===== src/hw/ssh_pkg.sv =====
// constants and carrier types for the monitoring subcommand handler
// assumes a command front end that delivers decoded ata command fields
//
// Behaviour
// - threshold read sends exactly 512 bytes
// - autosave needs b0h, d2h and signature c24fh
// - count 00h clears autosave enable
// - count f1h sets autosave enable
// - other count keeps state, reports error
// - autosave state kept across power cycles
// - normal-event saves allowed with autosave off
// - monitoring disable also clears autosave
// - autosave: busy, update, clear busy, interrupt
// - save subcommand writes attributes regardless
// - off-line selector decoded from lba 7:0
// - captive pass returns c24fh in 23:8
// - status bits: fault 5, sense 1, error 0
// - status bit 2 is alignment error or unused
// - selectors 0,1,2,4,127,129,130,132 defined
// - captive holds busy until result recorded
// - captive fail 2cf4h; other errors c24fh abort
package ssh_pkg;
  localparam logic [7:0] OPC_MONITOR = 8'hb0;
  localparam logic [7:0] SUB_RD_ATTR = 8'hd0;
  localparam logic [7:0] SUB_RD_THR = 8'hd1;
  localparam logic [7:0] SUB_AUTOSAVE = 8'hd2;
  localparam logic [7:0] SUB_SAVE = 8'hd3;
  localparam logic [7:0] SUB_OFFLINE = 8'hd4;
  localparam logic [7:0] SUB_DISABLE = 8'hd9;
  localparam logic [15:0] SIG_OK = 16'hc24f;
  localparam logic [15:0] SIG_FAIL = 16'h2cf4;
  localparam logic [15:0] SIG_OFFLINE = 16'h0000;
  localparam logic [7:0] CNT_AS_OFF = 8'h00;
  localparam logic [7:0] CNT_AS_ON = 8'hf1;
  localparam logic [7:0] SEL_COLLECT = 8'h00;
  localparam logic [7:0] SEL_SHORT = 8'h01;
  localparam logic [7:0] SEL_EXTEND = 8'h02;
  localparam logic [7:0] SEL_SELECT = 8'h04;
  localparam logic [7:0] SEL_ABORT = 8'h7f;
  localparam logic [7:0] SEL_CAPTIVE = 8'h80;
  localparam int XFER_BYTES = 512;
  localparam int XFER_WORDS = XFER_BYTES / 2;
  localparam int STS_FAULT = 5;
  localparam int STS_ALIGN = 2;
  localparam int STS_SENSE = 1;
  localparam int STS_ERR = 0;
  localparam int ERR_ABORT = 2;
  localparam int CLK_HZ = 40_000_000;
  localparam int YIELD_MS = 2000;
  localparam int YIELD_CYC = (CLK_HZ / 1000) * YIELD_MS;

  typedef struct packed {
    logic [7:0] opcode;
    logic [7:0] feature;
    logic [7:0] count;
    logic [27:0] lba;
  } ssh_cmd_t;

  typedef struct packed {
    logic [7:0] status;
    logic [7:0] error;
    logic [27:0] lba;
  } ssh_resp_t;

  typedef enum logic [2:0] {
    ST_IDLE = 3'b000,
    ST_BUSY = 3'b001,
    ST_XFER = 3'b011,
    ST_CAPT = 3'b010,
    ST_DONE = 3'b110,
    ST_LOAD = 3'b100
  } ssh_state_t;
endpackage : ssh_pkg


===== src/hw/ssh_handler.sv =====
// monitoring subcommand handler: decodes b0h subcommands, keeps the
// autosave flag, runs threshold read, save and off-line/captive launch
// assumes one command strobe at a time and an external nv store and
// self-test engine with simple pulse handshakes
`timescale 1ns/100ps
module ssh_handler
  import ssh_pkg::*;
#(
  parameter int YIELD_LIMIT = YIELD_CYC
) (
  // clock and reset
  input wire logic core_clk_in,
  input wire logic srst_in,
  // command from host front end
  input wire logic cmd_valid_in,
  input wire ssh_cmd_t cmd_in,
  output logic cmd_ready_out,
  // completion to host
  output logic busy_out,
  output logic intrq_out,
  output ssh_resp_t resp_out,
  // device condition flags
  input wire logic dev_fault_in,
  input wire logic sense_avail_in,
  input wire logic align_err_in,
  // threshold words in, 16-bit data-in stream out
  output logic [7:0] thr_addr_out,
  input wire logic [15:0] thr_word_in,
  output logic din_valid_out,
  output logic [15:0] din_data_out,
  input wire logic din_ready_in,
  // non-volatile autosave flag
  input wire logic nv_flag_in,
  output logic nv_wr_out,
  output logic nv_flag_out,
  output logic autosave_en_out,
  // attribute store and normal-event saves
  input wire logic power_event_in,
  output logic attr_save_out,
  // self-test engine
  output logic test_start_out,
  output logic [7:0] test_sel_out,
  output logic test_abort_out,
  input wire logic test_done_in,
  input wire logic test_fail_in,
  output logic test_yield_out
);
  ////////////////////////////////////////////////////////////////////////
  ssh_state_t state_ff, nxt_state;
  logic as_ff, nxt_as;
  logic [8:0] wcnt_ff, nxt_wcnt;
  ssh_resp_t resp_ff, nxt_resp;
  logic intrq_ff, nxt_intrq;
  logic nvw_ff, nxt_nvw;
  logic save_ff, nxt_save;
  logic start_ff, nxt_start;
  logic abort_ff, nxt_abort;
  logic [7:0] sel_ff, nxt_sel;
  logic offl_ff, nxt_offl;
  logic [31:0] ycnt_ff, nxt_ycnt;
  logic yield_ff, nxt_yield;
  logic sk_ready, push;
  logic sig_ok, sel_ok, sel_capt;
  logic [7:0] sel;

  assign sel = cmd_in.lba[7:0];
  assign sig_ok = (cmd_in.opcode == OPC_MONITOR) &&
    (cmd_in.lba[23:8] == SIG_OK);
  assign sel_ok = (sel == SEL_COLLECT) || (sel == SEL_SHORT) ||
    (sel == SEL_EXTEND) || (sel == SEL_SELECT) || (sel == SEL_ABORT) ||
    (sel == (SEL_CAPTIVE | SEL_SHORT)) ||
    (sel == (SEL_CAPTIVE | SEL_EXTEND)) ||
    (sel == (SEL_CAPTIVE | SEL_SELECT));
  assign sel_capt = sel[7];

  assign cmd_ready_out = (state_ff == ST_IDLE);
  assign push = (state_ff == ST_XFER) && sk_ready;
  assign thr_addr_out = wcnt_ff[7:0];

  // status bits follow live condition inputs
  function automatic logic [7:0] mk_status(input logic err);
    logic [7:0] s;
    s = 8'h00;
    s[STS_FAULT] = dev_fault_in;
    s[STS_SENSE] = sense_avail_in;
    s[STS_ALIGN] = align_err_in;
    s[STS_ERR] = err;
    return s;
  endfunction : mk_status

  function automatic ssh_resp_t mk_resp(input logic err,
                                        input logic [15:0] sig);
    ssh_resp_t r;
    r = '0;
    r.status = mk_status(err);
    r.error[ERR_ABORT] = err;
    r.lba[23:8] = sig;
    return r;
  endfunction : mk_resp

  ////////////////////////////////////////////////////////////////////////
  always_comb begin
    nxt_state = state_ff;
    nxt_as = as_ff;
    nxt_wcnt = wcnt_ff;
    nxt_resp = resp_ff;
    nxt_intrq = 1'b0;
    nxt_nvw = 1'b0;
    nxt_save = power_event_in;
    nxt_start = 1'b0;
    nxt_abort = 1'b0;
    nxt_sel = sel_ff;
    nxt_offl = offl_ff;
    nxt_ycnt = ycnt_ff;
    nxt_yield = 1'b0;
    if (offl_ff && test_done_in) begin
      nxt_offl = 1'b0;
    end
    case (state_ff)
      ST_LOAD: begin
        nxt_as = nv_flag_in;
        nxt_state = ST_IDLE;
      end
      ST_IDLE: begin
        if (cmd_valid_in) begin
          nxt_state = ST_DONE;
          nxt_resp = mk_resp(1'b0, SIG_OK);
          // a new command pulls an off-line routine aside
          if (offl_ff) begin
            nxt_yield = 1'b1;
            nxt_ycnt = 32'd0;
          end
          if (!sig_ok) begin
            nxt_resp = mk_resp(1'b1, SIG_OK);
          end else begin
            case (cmd_in.feature)
              SUB_RD_THR: begin
                nxt_state = ST_XFER;
                nxt_wcnt = 9'd0;
              end
              SUB_AUTOSAVE: begin
                nxt_state = ST_BUSY;
                if (cmd_in.count == CNT_AS_OFF) begin
                  nxt_as = 1'b0;
                  nxt_nvw = 1'b1;
                end else if (cmd_in.count == CNT_AS_ON) begin
                  nxt_as = 1'b1;
                  nxt_nvw = 1'b1;
                end else begin
                  nxt_resp = mk_resp(1'b1, SIG_OK);
                end
              end
              SUB_SAVE: begin
                nxt_save = 1'b1;
              end
              SUB_DISABLE: begin
                nxt_as = 1'b0;
                nxt_nvw = 1'b1;
              end
              SUB_OFFLINE: begin
                if (!sel_ok) begin
                  nxt_resp = mk_resp(1'b1, SIG_OK);
                end else if (sel == SEL_ABORT) begin
                  nxt_abort = 1'b1;
                  nxt_offl = 1'b0;
                  nxt_resp = mk_resp(1'b0, SIG_OFFLINE);
                end else if (sel_capt) begin
                  nxt_start = 1'b1;
                  nxt_sel = sel;
                  nxt_state = ST_CAPT;
                end else begin
                  nxt_start = 1'b1;
                  nxt_sel = sel;
                  nxt_offl = 1'b1;
                  nxt_resp = mk_resp(1'b0, SIG_OFFLINE);
                end
              end
              default: begin
                nxt_resp = mk_resp(1'b1, SIG_OK);
              end
            endcase
          end
        end
      end
      ST_BUSY: begin
        nxt_state = ST_DONE;
      end
      ST_XFER: begin
        if (sk_ready) begin
          nxt_wcnt = wcnt_ff + 9'd1;
          if (wcnt_ff == 9'(XFER_WORDS - 1)) begin
            nxt_state = ST_DONE;
          end
        end
      end
      ST_CAPT: begin
        if (test_done_in) begin
          if (test_fail_in) begin
            nxt_resp = mk_resp(1'b1, SIG_FAIL);
          end else begin
            nxt_resp = mk_resp(1'b0, SIG_OK);
          end
          nxt_state = ST_DONE;
        end
      end
      ST_DONE: begin
        nxt_intrq = 1'b1;
        nxt_state = ST_IDLE;
      end
      default: begin
        nxt_state = ST_IDLE;
      end
    endcase
    // yield must be seen within the two-second window
    if (offl_ff && (state_ff != ST_IDLE) && (ycnt_ff < YIELD_LIMIT)) begin
      nxt_ycnt = ycnt_ff + 32'd1;
    end
  end

  always_ff @(posedge core_clk_in) begin
    if (srst_in) begin
      state_ff <= ST_LOAD;
      as_ff <= 1'b0;
      wcnt_ff <= 9'd0;
      resp_ff <= '0;
      intrq_ff <= 1'b0;
      nvw_ff <= 1'b0;
      save_ff <= 1'b0;
      start_ff <= 1'b0;
      abort_ff <= 1'b0;
      sel_ff <= 8'h00;
      offl_ff <= 1'b0;
      ycnt_ff <= 32'd0;
      yield_ff <= 1'b0;
    end else begin
      state_ff <= nxt_state;
      as_ff <= nxt_as;
      wcnt_ff <= nxt_wcnt;
      resp_ff <= nxt_resp;
      intrq_ff <= nxt_intrq;
      nvw_ff <= nxt_nvw;
      save_ff <= nxt_save;
      start_ff <= nxt_start;
      abort_ff <= nxt_abort;
      sel_ff <= nxt_sel;
      offl_ff <= nxt_offl;
      ycnt_ff <= nxt_ycnt;
      yield_ff <= nxt_yield;
    end
  end

  ////////////////////////////////////////////////////////////////////////
  // buffer keeps words when the host stalls the data-in phase
  ssh_skid #(
    .WIDTH(16)
  ) u_skid (
    .core_clk_in(core_clk_in),
    .srst_in(srst_in),
    .in_valid_in(push),
    .in_data_in(thr_word_in),
    .in_ready_out(sk_ready),
    .out_valid_out(din_valid_out),
    .out_data_out(din_data_out),
    .out_ready_in(din_ready_in)
  );

  // busy also covers reset load so no command lands before the flag
  assign busy_out = (state_ff != ST_IDLE);
  assign intrq_out = intrq_ff;
  assign resp_out = resp_ff;
  assign nv_wr_out = nvw_ff;
  assign nv_flag_out = as_ff;
  assign autosave_en_out = as_ff;
  assign attr_save_out = save_ff;
  assign test_start_out = start_ff;
  assign test_sel_out = sel_ff;
  assign test_abort_out = abort_ff;
  assign test_yield_out = yield_ff;
endmodule : ssh_handler


===== src/hw/ssh_skid.sv =====
// two-entry buffer between the word source and the data-in port
// assumes the receiver may drop ready at any cycle
`timescale 1ns/100ps
module ssh_skid #(
  parameter int WIDTH = 16
) (
  // clock and reset
  input wire logic core_clk_in,
  input wire logic srst_in,
  // fill side
  input wire logic in_valid_in,
  input wire logic [WIDTH-1:0] in_data_in,
  output logic in_ready_out,
  // drain side
  output logic out_valid_out,
  output logic [WIDTH-1:0] out_data_out,
  input wire logic out_ready_in
);
  logic [1:0][WIDTH-1:0] mem_ff, nxt_mem;
  logic [1:0] cnt_ff, nxt_cnt;
  logic rd_ff, nxt_rd;
  logic wr_ff, nxt_wr;
  logic push, pop;

  assign in_ready_out = (cnt_ff != 2'd2);
  assign out_valid_out = (cnt_ff != 2'd0);
  assign out_data_out = mem_ff[rd_ff];
  assign push = in_valid_in && in_ready_out;
  assign pop = out_valid_out && out_ready_in;

  always_comb begin
    nxt_mem = mem_ff;
    nxt_cnt = cnt_ff;
    nxt_rd = rd_ff;
    nxt_wr = wr_ff;
    if (push) begin
      nxt_mem[wr_ff] = in_data_in;
      nxt_wr = ~wr_ff;
    end
    if (pop) begin
      nxt_rd = ~rd_ff;
    end
    if (push && !pop) begin
      nxt_cnt = cnt_ff + 2'd1;
    end else if (pop && !push) begin
      nxt_cnt = cnt_ff - 2'd1;
    end
  end

  always_ff @(posedge core_clk_in) begin
    if (srst_in) begin
      mem_ff <= '0;
      cnt_ff <= 2'd0;
      rd_ff <= 1'b0;
      wr_ff <= 1'b0;
    end else begin
      mem_ff <= nxt_mem;
      cnt_ff <= nxt_cnt;
      rd_ff <= nxt_rd;
      wr_ff <= nxt_wr;
    end
  end
endmodule : ssh_skid


===== config.mk =====
export PLATFORM = sky130hd
export DESIGN_NAME = ssh_handler
export DESIGN_NICKNAME = d
export VERILOG_FILES = /design/src/hw/ssh_pkg.sv /design/src/hw/ssh_handler.sv /design/src/hw/ssh_skid.sv
export SDC_FILE = /design/constraint.sdc
export NUM_CORES = 1
export LEC_CHECK = 0
export BUFFER_PORTS_ARGS = -buffer_cell sky130_fd_sc_hd__buf_2
export CORE_MARGIN = 5
export CORE_UTILIZATION = 43
export DETAILED_ROUTE_END_ITERATION = 6
export MAX_ROUTING_LAYER = met4
export PLACE_DENSITY = 0.76
export SLEW_MARGIN = 10
export SYNTH_ARGS = -nofsm -noshare
export SYNTH_HDL_FRONTEND = slang
export SYNTH_SLANG_ARGS = --single-unit

===== constraint.sdc =====
create_clock -name core_clk_in -period 1.9 [get_ports core_clk_in]
set_clock_uncertainty 0.05 [all_clocks]
set_input_delay 0.095 -clock core_clk_in [delete_from_list [all_inputs] [get_ports core_clk_in]]
set_output_delay 0.095 -clock core_clk_in [all_outputs]
set_load 0.01 [all_outputs]

After elaboration in Yosys (flattened, before gate mapping)
Cells that the tools add are included.
{"block": "totals", "out_inout_bits": 87, "mem_bits_ro": 0, "input_bits": 79, "regBits": 108, "ram_bits": 0, "mem_count": 0, "word_cells": 156, "latch_bits": 0}
{"block": "classes", "n_eq_ne": 30, "multipliers": 0, "addsub": 3, "n_shift": 0, "div": 0, "bitwise": 8, "muxes": 58, "reduce_logical": 35, "order_cmp": 3}
{"operator": "two-way mux 37 bit", "n": 5}
{"operator": "case mux 37 bit (3 select lines)", "n": 1}
{"operator": "two-way mux 44 bit", "n": 2}
{"operator": "case mux 44 bit (2 select lines)", "n": 1}
{"operator": "== test 8 bit (second input constant)", "n": 10}
{"operator": "two-way mux 16 bit", "n": 3}
{"operator": "two-way mux 24 bit", "n": 2}
{"operator": "two-way mux 9 bit", "n": 4}
{"operator": "bitwise mux 32 bit", "n": 1}
{"operator": "two-way mux 3 bit", "n": 8}
{"operator": "two-way mux 1 bit", "n": 22}
{"operator": "case mux 9 bit (2 select lines)", "n": 1}
{"operator": "demux 16 bit (select 1 bit)", "n": 1}
{"operator": "== test 16 bit (second input constant)", "n": 1}
{"operator": "logical NOT 8 bit", "n": 2}
{"operator": "case mux 3 bit (4 select lines)", "n": 1}
{"operator": "AND reduction 5 bit", "n": 2}
{"operator": "nonzero test 2 bit", "n": 5}
{"operator": "adder 9 x 1 -> 9 bit (second input constant)", "n": 1}
{"operator": "== test 9 x 8 -> 1 bit (second input constant)", "n": 1}
{"operator": "case mux 3 bit (3 select lines)", "n": 1}
{"operator": "== test 8 x 1 -> 1 bit (second input constant)", "n": 1}
{"operator": "== test 8 x 2 -> 1 bit (second input constant)", "n": 1}
{"operator": "== test 8 x 3 -> 1 bit (second input constant)", "n": 1}
{"operator": "26 further kinds", "n": 59}

Depth between registers and ports, before layout
{"block": "depth", "ltp_word": 13, "ltp_mapped": 9, "mapped_depth_nobuf": 8}

Cells and area by module
Synthesis repeated with hierarchy kept, for this count alone.
{"block": "hier_totals", "cells_unflattened": 435, "area_unflattened_um2": 4045.1}
{"module": "ssh_handler", "seq_area_each_um2": 700.7, "n_inst": 1, "cells_per_inst": 276, "area_per_inst_um2": 2301.0}
{"module": "ssh_skid", "seq_area_each_um2": 720.7, "n_inst": 1, "cells_per_inst": 159, "area_per_inst_um2": 1744.2}

Worst setup path before layout
Ideal clock, no wire load.
{"block": "synth_timing", "kind": "reg-to-reg", "from": "register state_ff[0]", "to": "register sel_ff[0], in the netlist test_sel_out[0]", "setup_time_ps": 128, "period_less_slack_ps": 1996, "path_buffers": 2, "t_arrival_ps": 1818, "required_ps": 1722, "stages_incl_launch_ff": 9, "path_slack_ps": -96, "cell_sequence": "dfxtp_1 > buf_2 > or3_1 > inv_1 > and4_1 > and4_1 > buf_2 > mux2i_1 > nor2_1"}
{"block": "synth_via", "elab_chain_len": 2}
{"item": "start, declared", "line_no": "ssh_handler.sv:49", "rtl": "ssh_state_t state_ff, nxt_state;"}
{"item": "start signal, assigned", "line_no": "ssh_handler.sv:236", "rtl": "state_ff <= nxt_state;"}
{"item": "logical NOT 3 bit"}
{"item": "via cmd_ready_out", "line_no": "ssh_handler.sv:17", "rtl": "output logic cmd_ready_out,"}
{"item": "AND reduction 6 bit (no line)"}
{"item": "end signal, assigned", "line_no": "ssh_handler.sv:245", "rtl": "sel_ff <= nxt_sel;"}
{"item": "end, declared", "line_no": "ssh_handler.sv:58", "rtl": "logic [7:0] sel_ff, nxt_sel;"}
The timed path passes the listed nets, and every way through them passes these cells.
A chain may end at the register's enable or synchronous reset.

Worst setup path in the final report
{"block": "layout_timing", "from": "register state_ff[0]", "to": "register sel_ff[5], in the netlist test_sel_out[5]"}
{"block": "layout_via", "elab_chain_len": 2}
{"item": "logical NOT 3 bit", "line_no": "ssh_handler.sv:119", "rtl": "case (state_ff)"}
{"item": "AND reduction 6 bit (no line)"}
Every way passes these cells.

==> impl_table.tex <==
\begin{tabular}{lr}
\hline
Metric & Value \\
\hline
\multicolumn{2}{l}{\textbf{Global routing}} \\
\quad First-pass GRT wire length & 15,600 um \\
\quad Largest net degree at the start of global routing & 36 \\
\quad Vias in the first global route & roughly 3,500 \\
\quad Grt total ovfl & 0 \\
\quad Antenna violations before repair & 0 \\
\quad Overall Global Routing Usage & 18.9\% \\
\multicolumn{2}{l}{\textbf{Synthesis}} \\
\quad Post-synthesis compound-gate area fraction & 11.1\% \\
\quad Sequential fraction of the synthesis area & a little under two fifths \\
\quad Count of flip-flops with a built-in enable after synthesis & 0 \\
\quad Most instantiated cells after synthesis & nand2\_1 (97), dfxtp\_1 (71), a21oi\_1 (48), buf\_4 (48), nor2\_1 (21) \\
\quad Most repeated cell in the gate-level netlist after synthesis & nand2\_1 \\
\quad Post-synthesis xor/xnor area fraction & 0.943\% \\
\quad Main combinational cell family by area after synthesis & simple AND/OR/NAND/NOR gates \\
\quad Post-synthesis area per instance & 8.08 um\^{}2 \\
\quad Count of different cell masters after synthesis & 46 \\
\quad Adder and majority cell fraction of the synthesized area & 1.01\% \\
\quad Post-synth top area cell & dfxtp\_1 \\
\quad Simple logic cell fraction of the synthesized area & between 20\% and 30\% \\
\quad Ys async rst share & 0\% \\
\quad Number of warning messages in the yosys log & 0 \\
\quad Top\_reg\_cell synth & dfxtp\_1 \\
\quad Synthesized instance count & 460 \\
\quad \#FFs+latches synth & 71 \\
\quad Share of cell area taken by muxes after synthesis & 8.35\% \\
\quad Synthesized cell area & 3710 um\^{}2 \\
\quad Post-synth top area share & a little under two fifths \\
\quad Synth top area cells & dfxtp\_1 (38\%), nand2\_1 (9.8\%), buf\_4 (9.7\%) \\
\multicolumn{2}{l}{\textbf{Critical path}} \\
\quad Worst-path cell chain & or3\_4 -> inv\_2 -> and4\_4 -> and4\_1 -> buf\_4 -> nor2\_1 -> and2\_1 \\
\quad Max stage delay cell, worst path & or3\_4 \\
\quad Required time at the worst-slack endpoint & 2070 ps \\
\quad Path depth of the worst reg2reg path & 7 \\
\quad Last element of the critical path & test\_sel\_out[5]\$\_SDFFE\_PP0P\_ \\
\quad Critical-path maximum fanout & 6 \\
\quad CP delay by family, top & simple AND/OR/NAND/NOR gates \\
\quad CP arrival & 1980 ps \\
\quad Destination of the worst register-to-register timing path & test\_sel\_out[5]\$\_SDFFE\_PP0P\_ \\
\quad Maximum cell stage delay along the critical path & 400 ps \\
\quad Stages on worst setup path & 7 \\
\quad Worst setup EP type & flip-flop \\
\quad Critical Path Start Type & flip-flop \\
\quad Startpoint-to-endpoint class of the critical path & reg -> reg \\
\quad Crit path buffers/inverters & 2 \\
\quad Worst R2R Setup Slack & 90 ps \\
\quad Crit Reg-Reg Startpoint & state\_ff[0]\$\_SDFFE\_PP0P\_ \\
\quad Startpoint of the most critical setup path & state\_ff[0]\$\_SDFFE\_PP0P\_ \\
\multicolumn{2}{l}{\textbf{Die}} \\
\quad Top-level I/O count & 166 \\
\quad Floorplan die area & approximately 11,000 um\^{}2 \\
\quad Placeable core area & roughly 8600 um\^{}2 \\
\quad Starting Density & 43.4\% \\
\quad Die height & roughly 100 um \\
\quad Die W & 103 um \\
\quad Row Count & 34 \\
\multicolumn{2}{l}{\textbf{STA}} \\
\quad Post-route minimum period & roughly 1800 ps \\
\quad Final count of hold timing violations & 0 \\
\quad Worst hold slack after final layout & 44.0 ps \\
\quad Maximum frequency from static timing analysis & 552 MHz \\
\quad Tcrit/Tclk final & 95.4\% \\
\quad RSZ-0062 raised after global routing & no \\
\quad Final setup violation count & 0 \\
\quad Max-slew violation count & 0 \\
\multicolumn{2}{l}{\textbf{Placement}} \\
\quad Global placement routability congestion & 0.902 \\
\quad Buffers on Ports & 136 \\
\quad Placed cell areas & between 4000 and 5000 um\^{}2 \\
\quad Detail Placement HPWL & 7440 um \\
\multicolumn{2}{l}{\textbf{Clock network}} \\
\quad Post-CTS clock slew at the launch and capture registers of the worst setup and hold paths & about 80 ps \\
\quad Number of buffers created by CTS & 9 \\
\quad Worst-case clock buffer depth & 2 \\
\quad Post-CTS repair timing setup buffer count & 0 \\
\quad Clock tree sinks & 71 \\
\quad TritonCTS clock tree & done \\
\quad Clock H-tree levels & 3 \\
\quad Worst-skew pair later-pin latency & 320 ps \\
\quad Library cell used as clock root buffer & clkbuf\_8 \\
\multicolumn{2}{l}{\textbf{Routing}} \\
\quad Average routed wire per standard cell & 13.7 um \\
\quad Routed wire length & around 9900 um \\
\quad DRC violations left & 0 \\
\quad 1st-iter DRT viols & 162 \\
\quad Vias per cell & $\sim$5.0 \\
\quad Final antenna-violating net count & 0 \\
\quad Length of the first detailed-routing pass in iterations & 4 \\
\quad Vias & 3,654 \\
\multicolumn{2}{l}{\textbf{Layout}} \\
\quad Non-Filler Cell Area, Final & just under 5000 um\^{}2 \\
\quad Fill count & 778 \\
\quad Final design utilization & 57.8\% \\
\quad Antenna fix cells & 0 \\
\quad Share of layout cells above drive strength 1 & between 30\% and 40\% \\
\quad Number of nets in the finished design & 697 \\
\quad Area growth from synthesis to final layout & 33.1\% \\
\multicolumn{2}{l}{\textbf{Flow run}} \\
\quad Max-capacitance violation count & 0 \\
\multicolumn{2}{l}{\textbf{Run status}} \\
\quad Run status & complete, no violations \\
\multicolumn{2}{l}{\textbf{Min path}} \\
\quad Hold path startpoint & cmd\_valid\_in \\
\quad Hold Crit Class & in -> reg \\
\multicolumn{2}{l}{\textbf{Power and ir drop}} \\
\quad IR Drop Worst-Case VDD & 0.385 mV \\
\quad Leak pwr & $\sim$2.2 nW \\
\quad Power Dens Cells & 671 nW/um\^{}2 \\
\hline
\end{tabular}
-- worst min-delay path: stages --
cell	delay, ps
buf_2	140
nand2_1	90
nor3b_1	50
-- where the power goes --
part / leakage (nW) / internal, W / total (W) / switching [W]
clock: 0.120 / 0.000877 / 0.00146 / 0.000581
sequential: 0.576 / 0.00150 / 0.00151 / 0.0000124
combinational: 1.50 / 0.000167 / 0.000344 / 0.000177
-- cell type report --
type | count | area (um^2) | share of cell area [%]
Tap cell | 108 | 135 | 2.73
Multi-Input combinational cell | 337 | 1970 | 39.8
Clock inverter | 7 | 120 | 2.43
Timing Repair Buffer | 189 | 1140 | 23.1
Inverter | 7 | 26.3 | 0.531
Clock buffer | 9 | 124 | 2.51
Sequential cell | 71 | 1430 | 28.8
-- metal layers --
layer / global-route usage (%) / vias up / wire, um
met5: - / - / 0
met2: 30.5 / 113 / 4950
met1: 23.7 / 1696 / 4340
li1: - / 1829 / -
met3: 2.57 / 16 / 506
met4: 7.67 / 0 / 152
-- state kept, by name, summed over array words and instances (netlist names) --
register         flops
u_skid.mem_ff       32
wcnt_ff              9
test_sel_out         8
resp_out             7
state_ff             3
u_skid.cnt_ff        2
attr_save_out        1
autosave_en_out      1
intrq_out            1
nv_wr_out            1
offl_ff              1
test_abort_out       1
test_start_out       1
test_yield_out       1
u_skid.rd_ff         1
u_skid.wr_ff         1
-- placed cells by master (no fill, tap or decap), types with 4 or more instances in the layout --
cell type | netlist | layout
buf_2 | 6 | 136
nand2_1 | 97 | 97
dfxtp_1 | 71 | 67
a21oi_1 | 48 | 47
buf_4 | 48 | 31
conb_1 | 1 | 25
dlygate4sd3_1 | 0 | 21
nor2_1 | 21 | 20
mux2_2 | 16 | 16
mux2i_1 | 13 | 13
nand2b_1 | 10 | 10
clkbuf_8 | 0 | 9
nand3_1 | 8 | 8
nor4_1 | 8 | 8
and2_1 | 8 | 8
nor3_1 | 8 | 7
a31oi_1 | 6 | 6
inv_1 | 7 | 5
and4_1 | 6 | 5
nand4_1 | 5 | 5
or3_4 | 1 | 4
and3_1 | 4 | 4
o21ai_0 | 4 | 4
or3_1 | 7 | 4
dfxtp_2 | 0 | 4
-- worst min-delay path by stage --
stage | slack (ps) | cells past startpoint | end
after CTS | 6 | 3 | test_yield_out$_SDFF_PP0_
after global placement | 290 | 3 | resp_out[37]$_SDFFE_PP0P_
after floorplan | 170 | 2 | attr_save_out$_SDFF_PP0_
final | 40 | 3 | test_yield_out$_SDFF_PP0_
after global routing | 50 | 3 | test_sel_out[7]$_SDFFE_PP0P_
after detailed placement | 290 | 3 | attr_save_out$_SDFF_PP0_
-- through the flow --
stage / cells / power (W) / setup TNS, ps / setup WS [ps]
finish: 728 / 0.00332 / 0 / 86.9
global placement: 691 / 0.00185 / 0 / 1.50
detailed placement: 691 / 0.00185 / -21.3 / -11.8
floorplan: 484 / 0.00175 / 0 / 8.15
global route: 728 / 0.00345 / 0 / 5.79
CTS: 728 / 0.00334 / 0 / 21.1
-- repair_timing --
item,CTS,global route
hold buffers,21,0
resized for setup,0,16
setup endpoints to repair,0,21
hold endpoints to repair,37,0
-- logic make-up (layout without fill, tap and decap cells) --
logic type / Yosys count / count (layout)
and+or+nand+nor: 204 / 204
buffers and inverters: 76 / 212
AOI/OAI and AO/OA: 72 / 72
DFF: 71 / 71
muxes: 29 / 29
xor gates and xnor gates: 4 / 4
adders and majority gates: 3 / 3
other: 1 / 25
(Power assumes the default switching activity.)
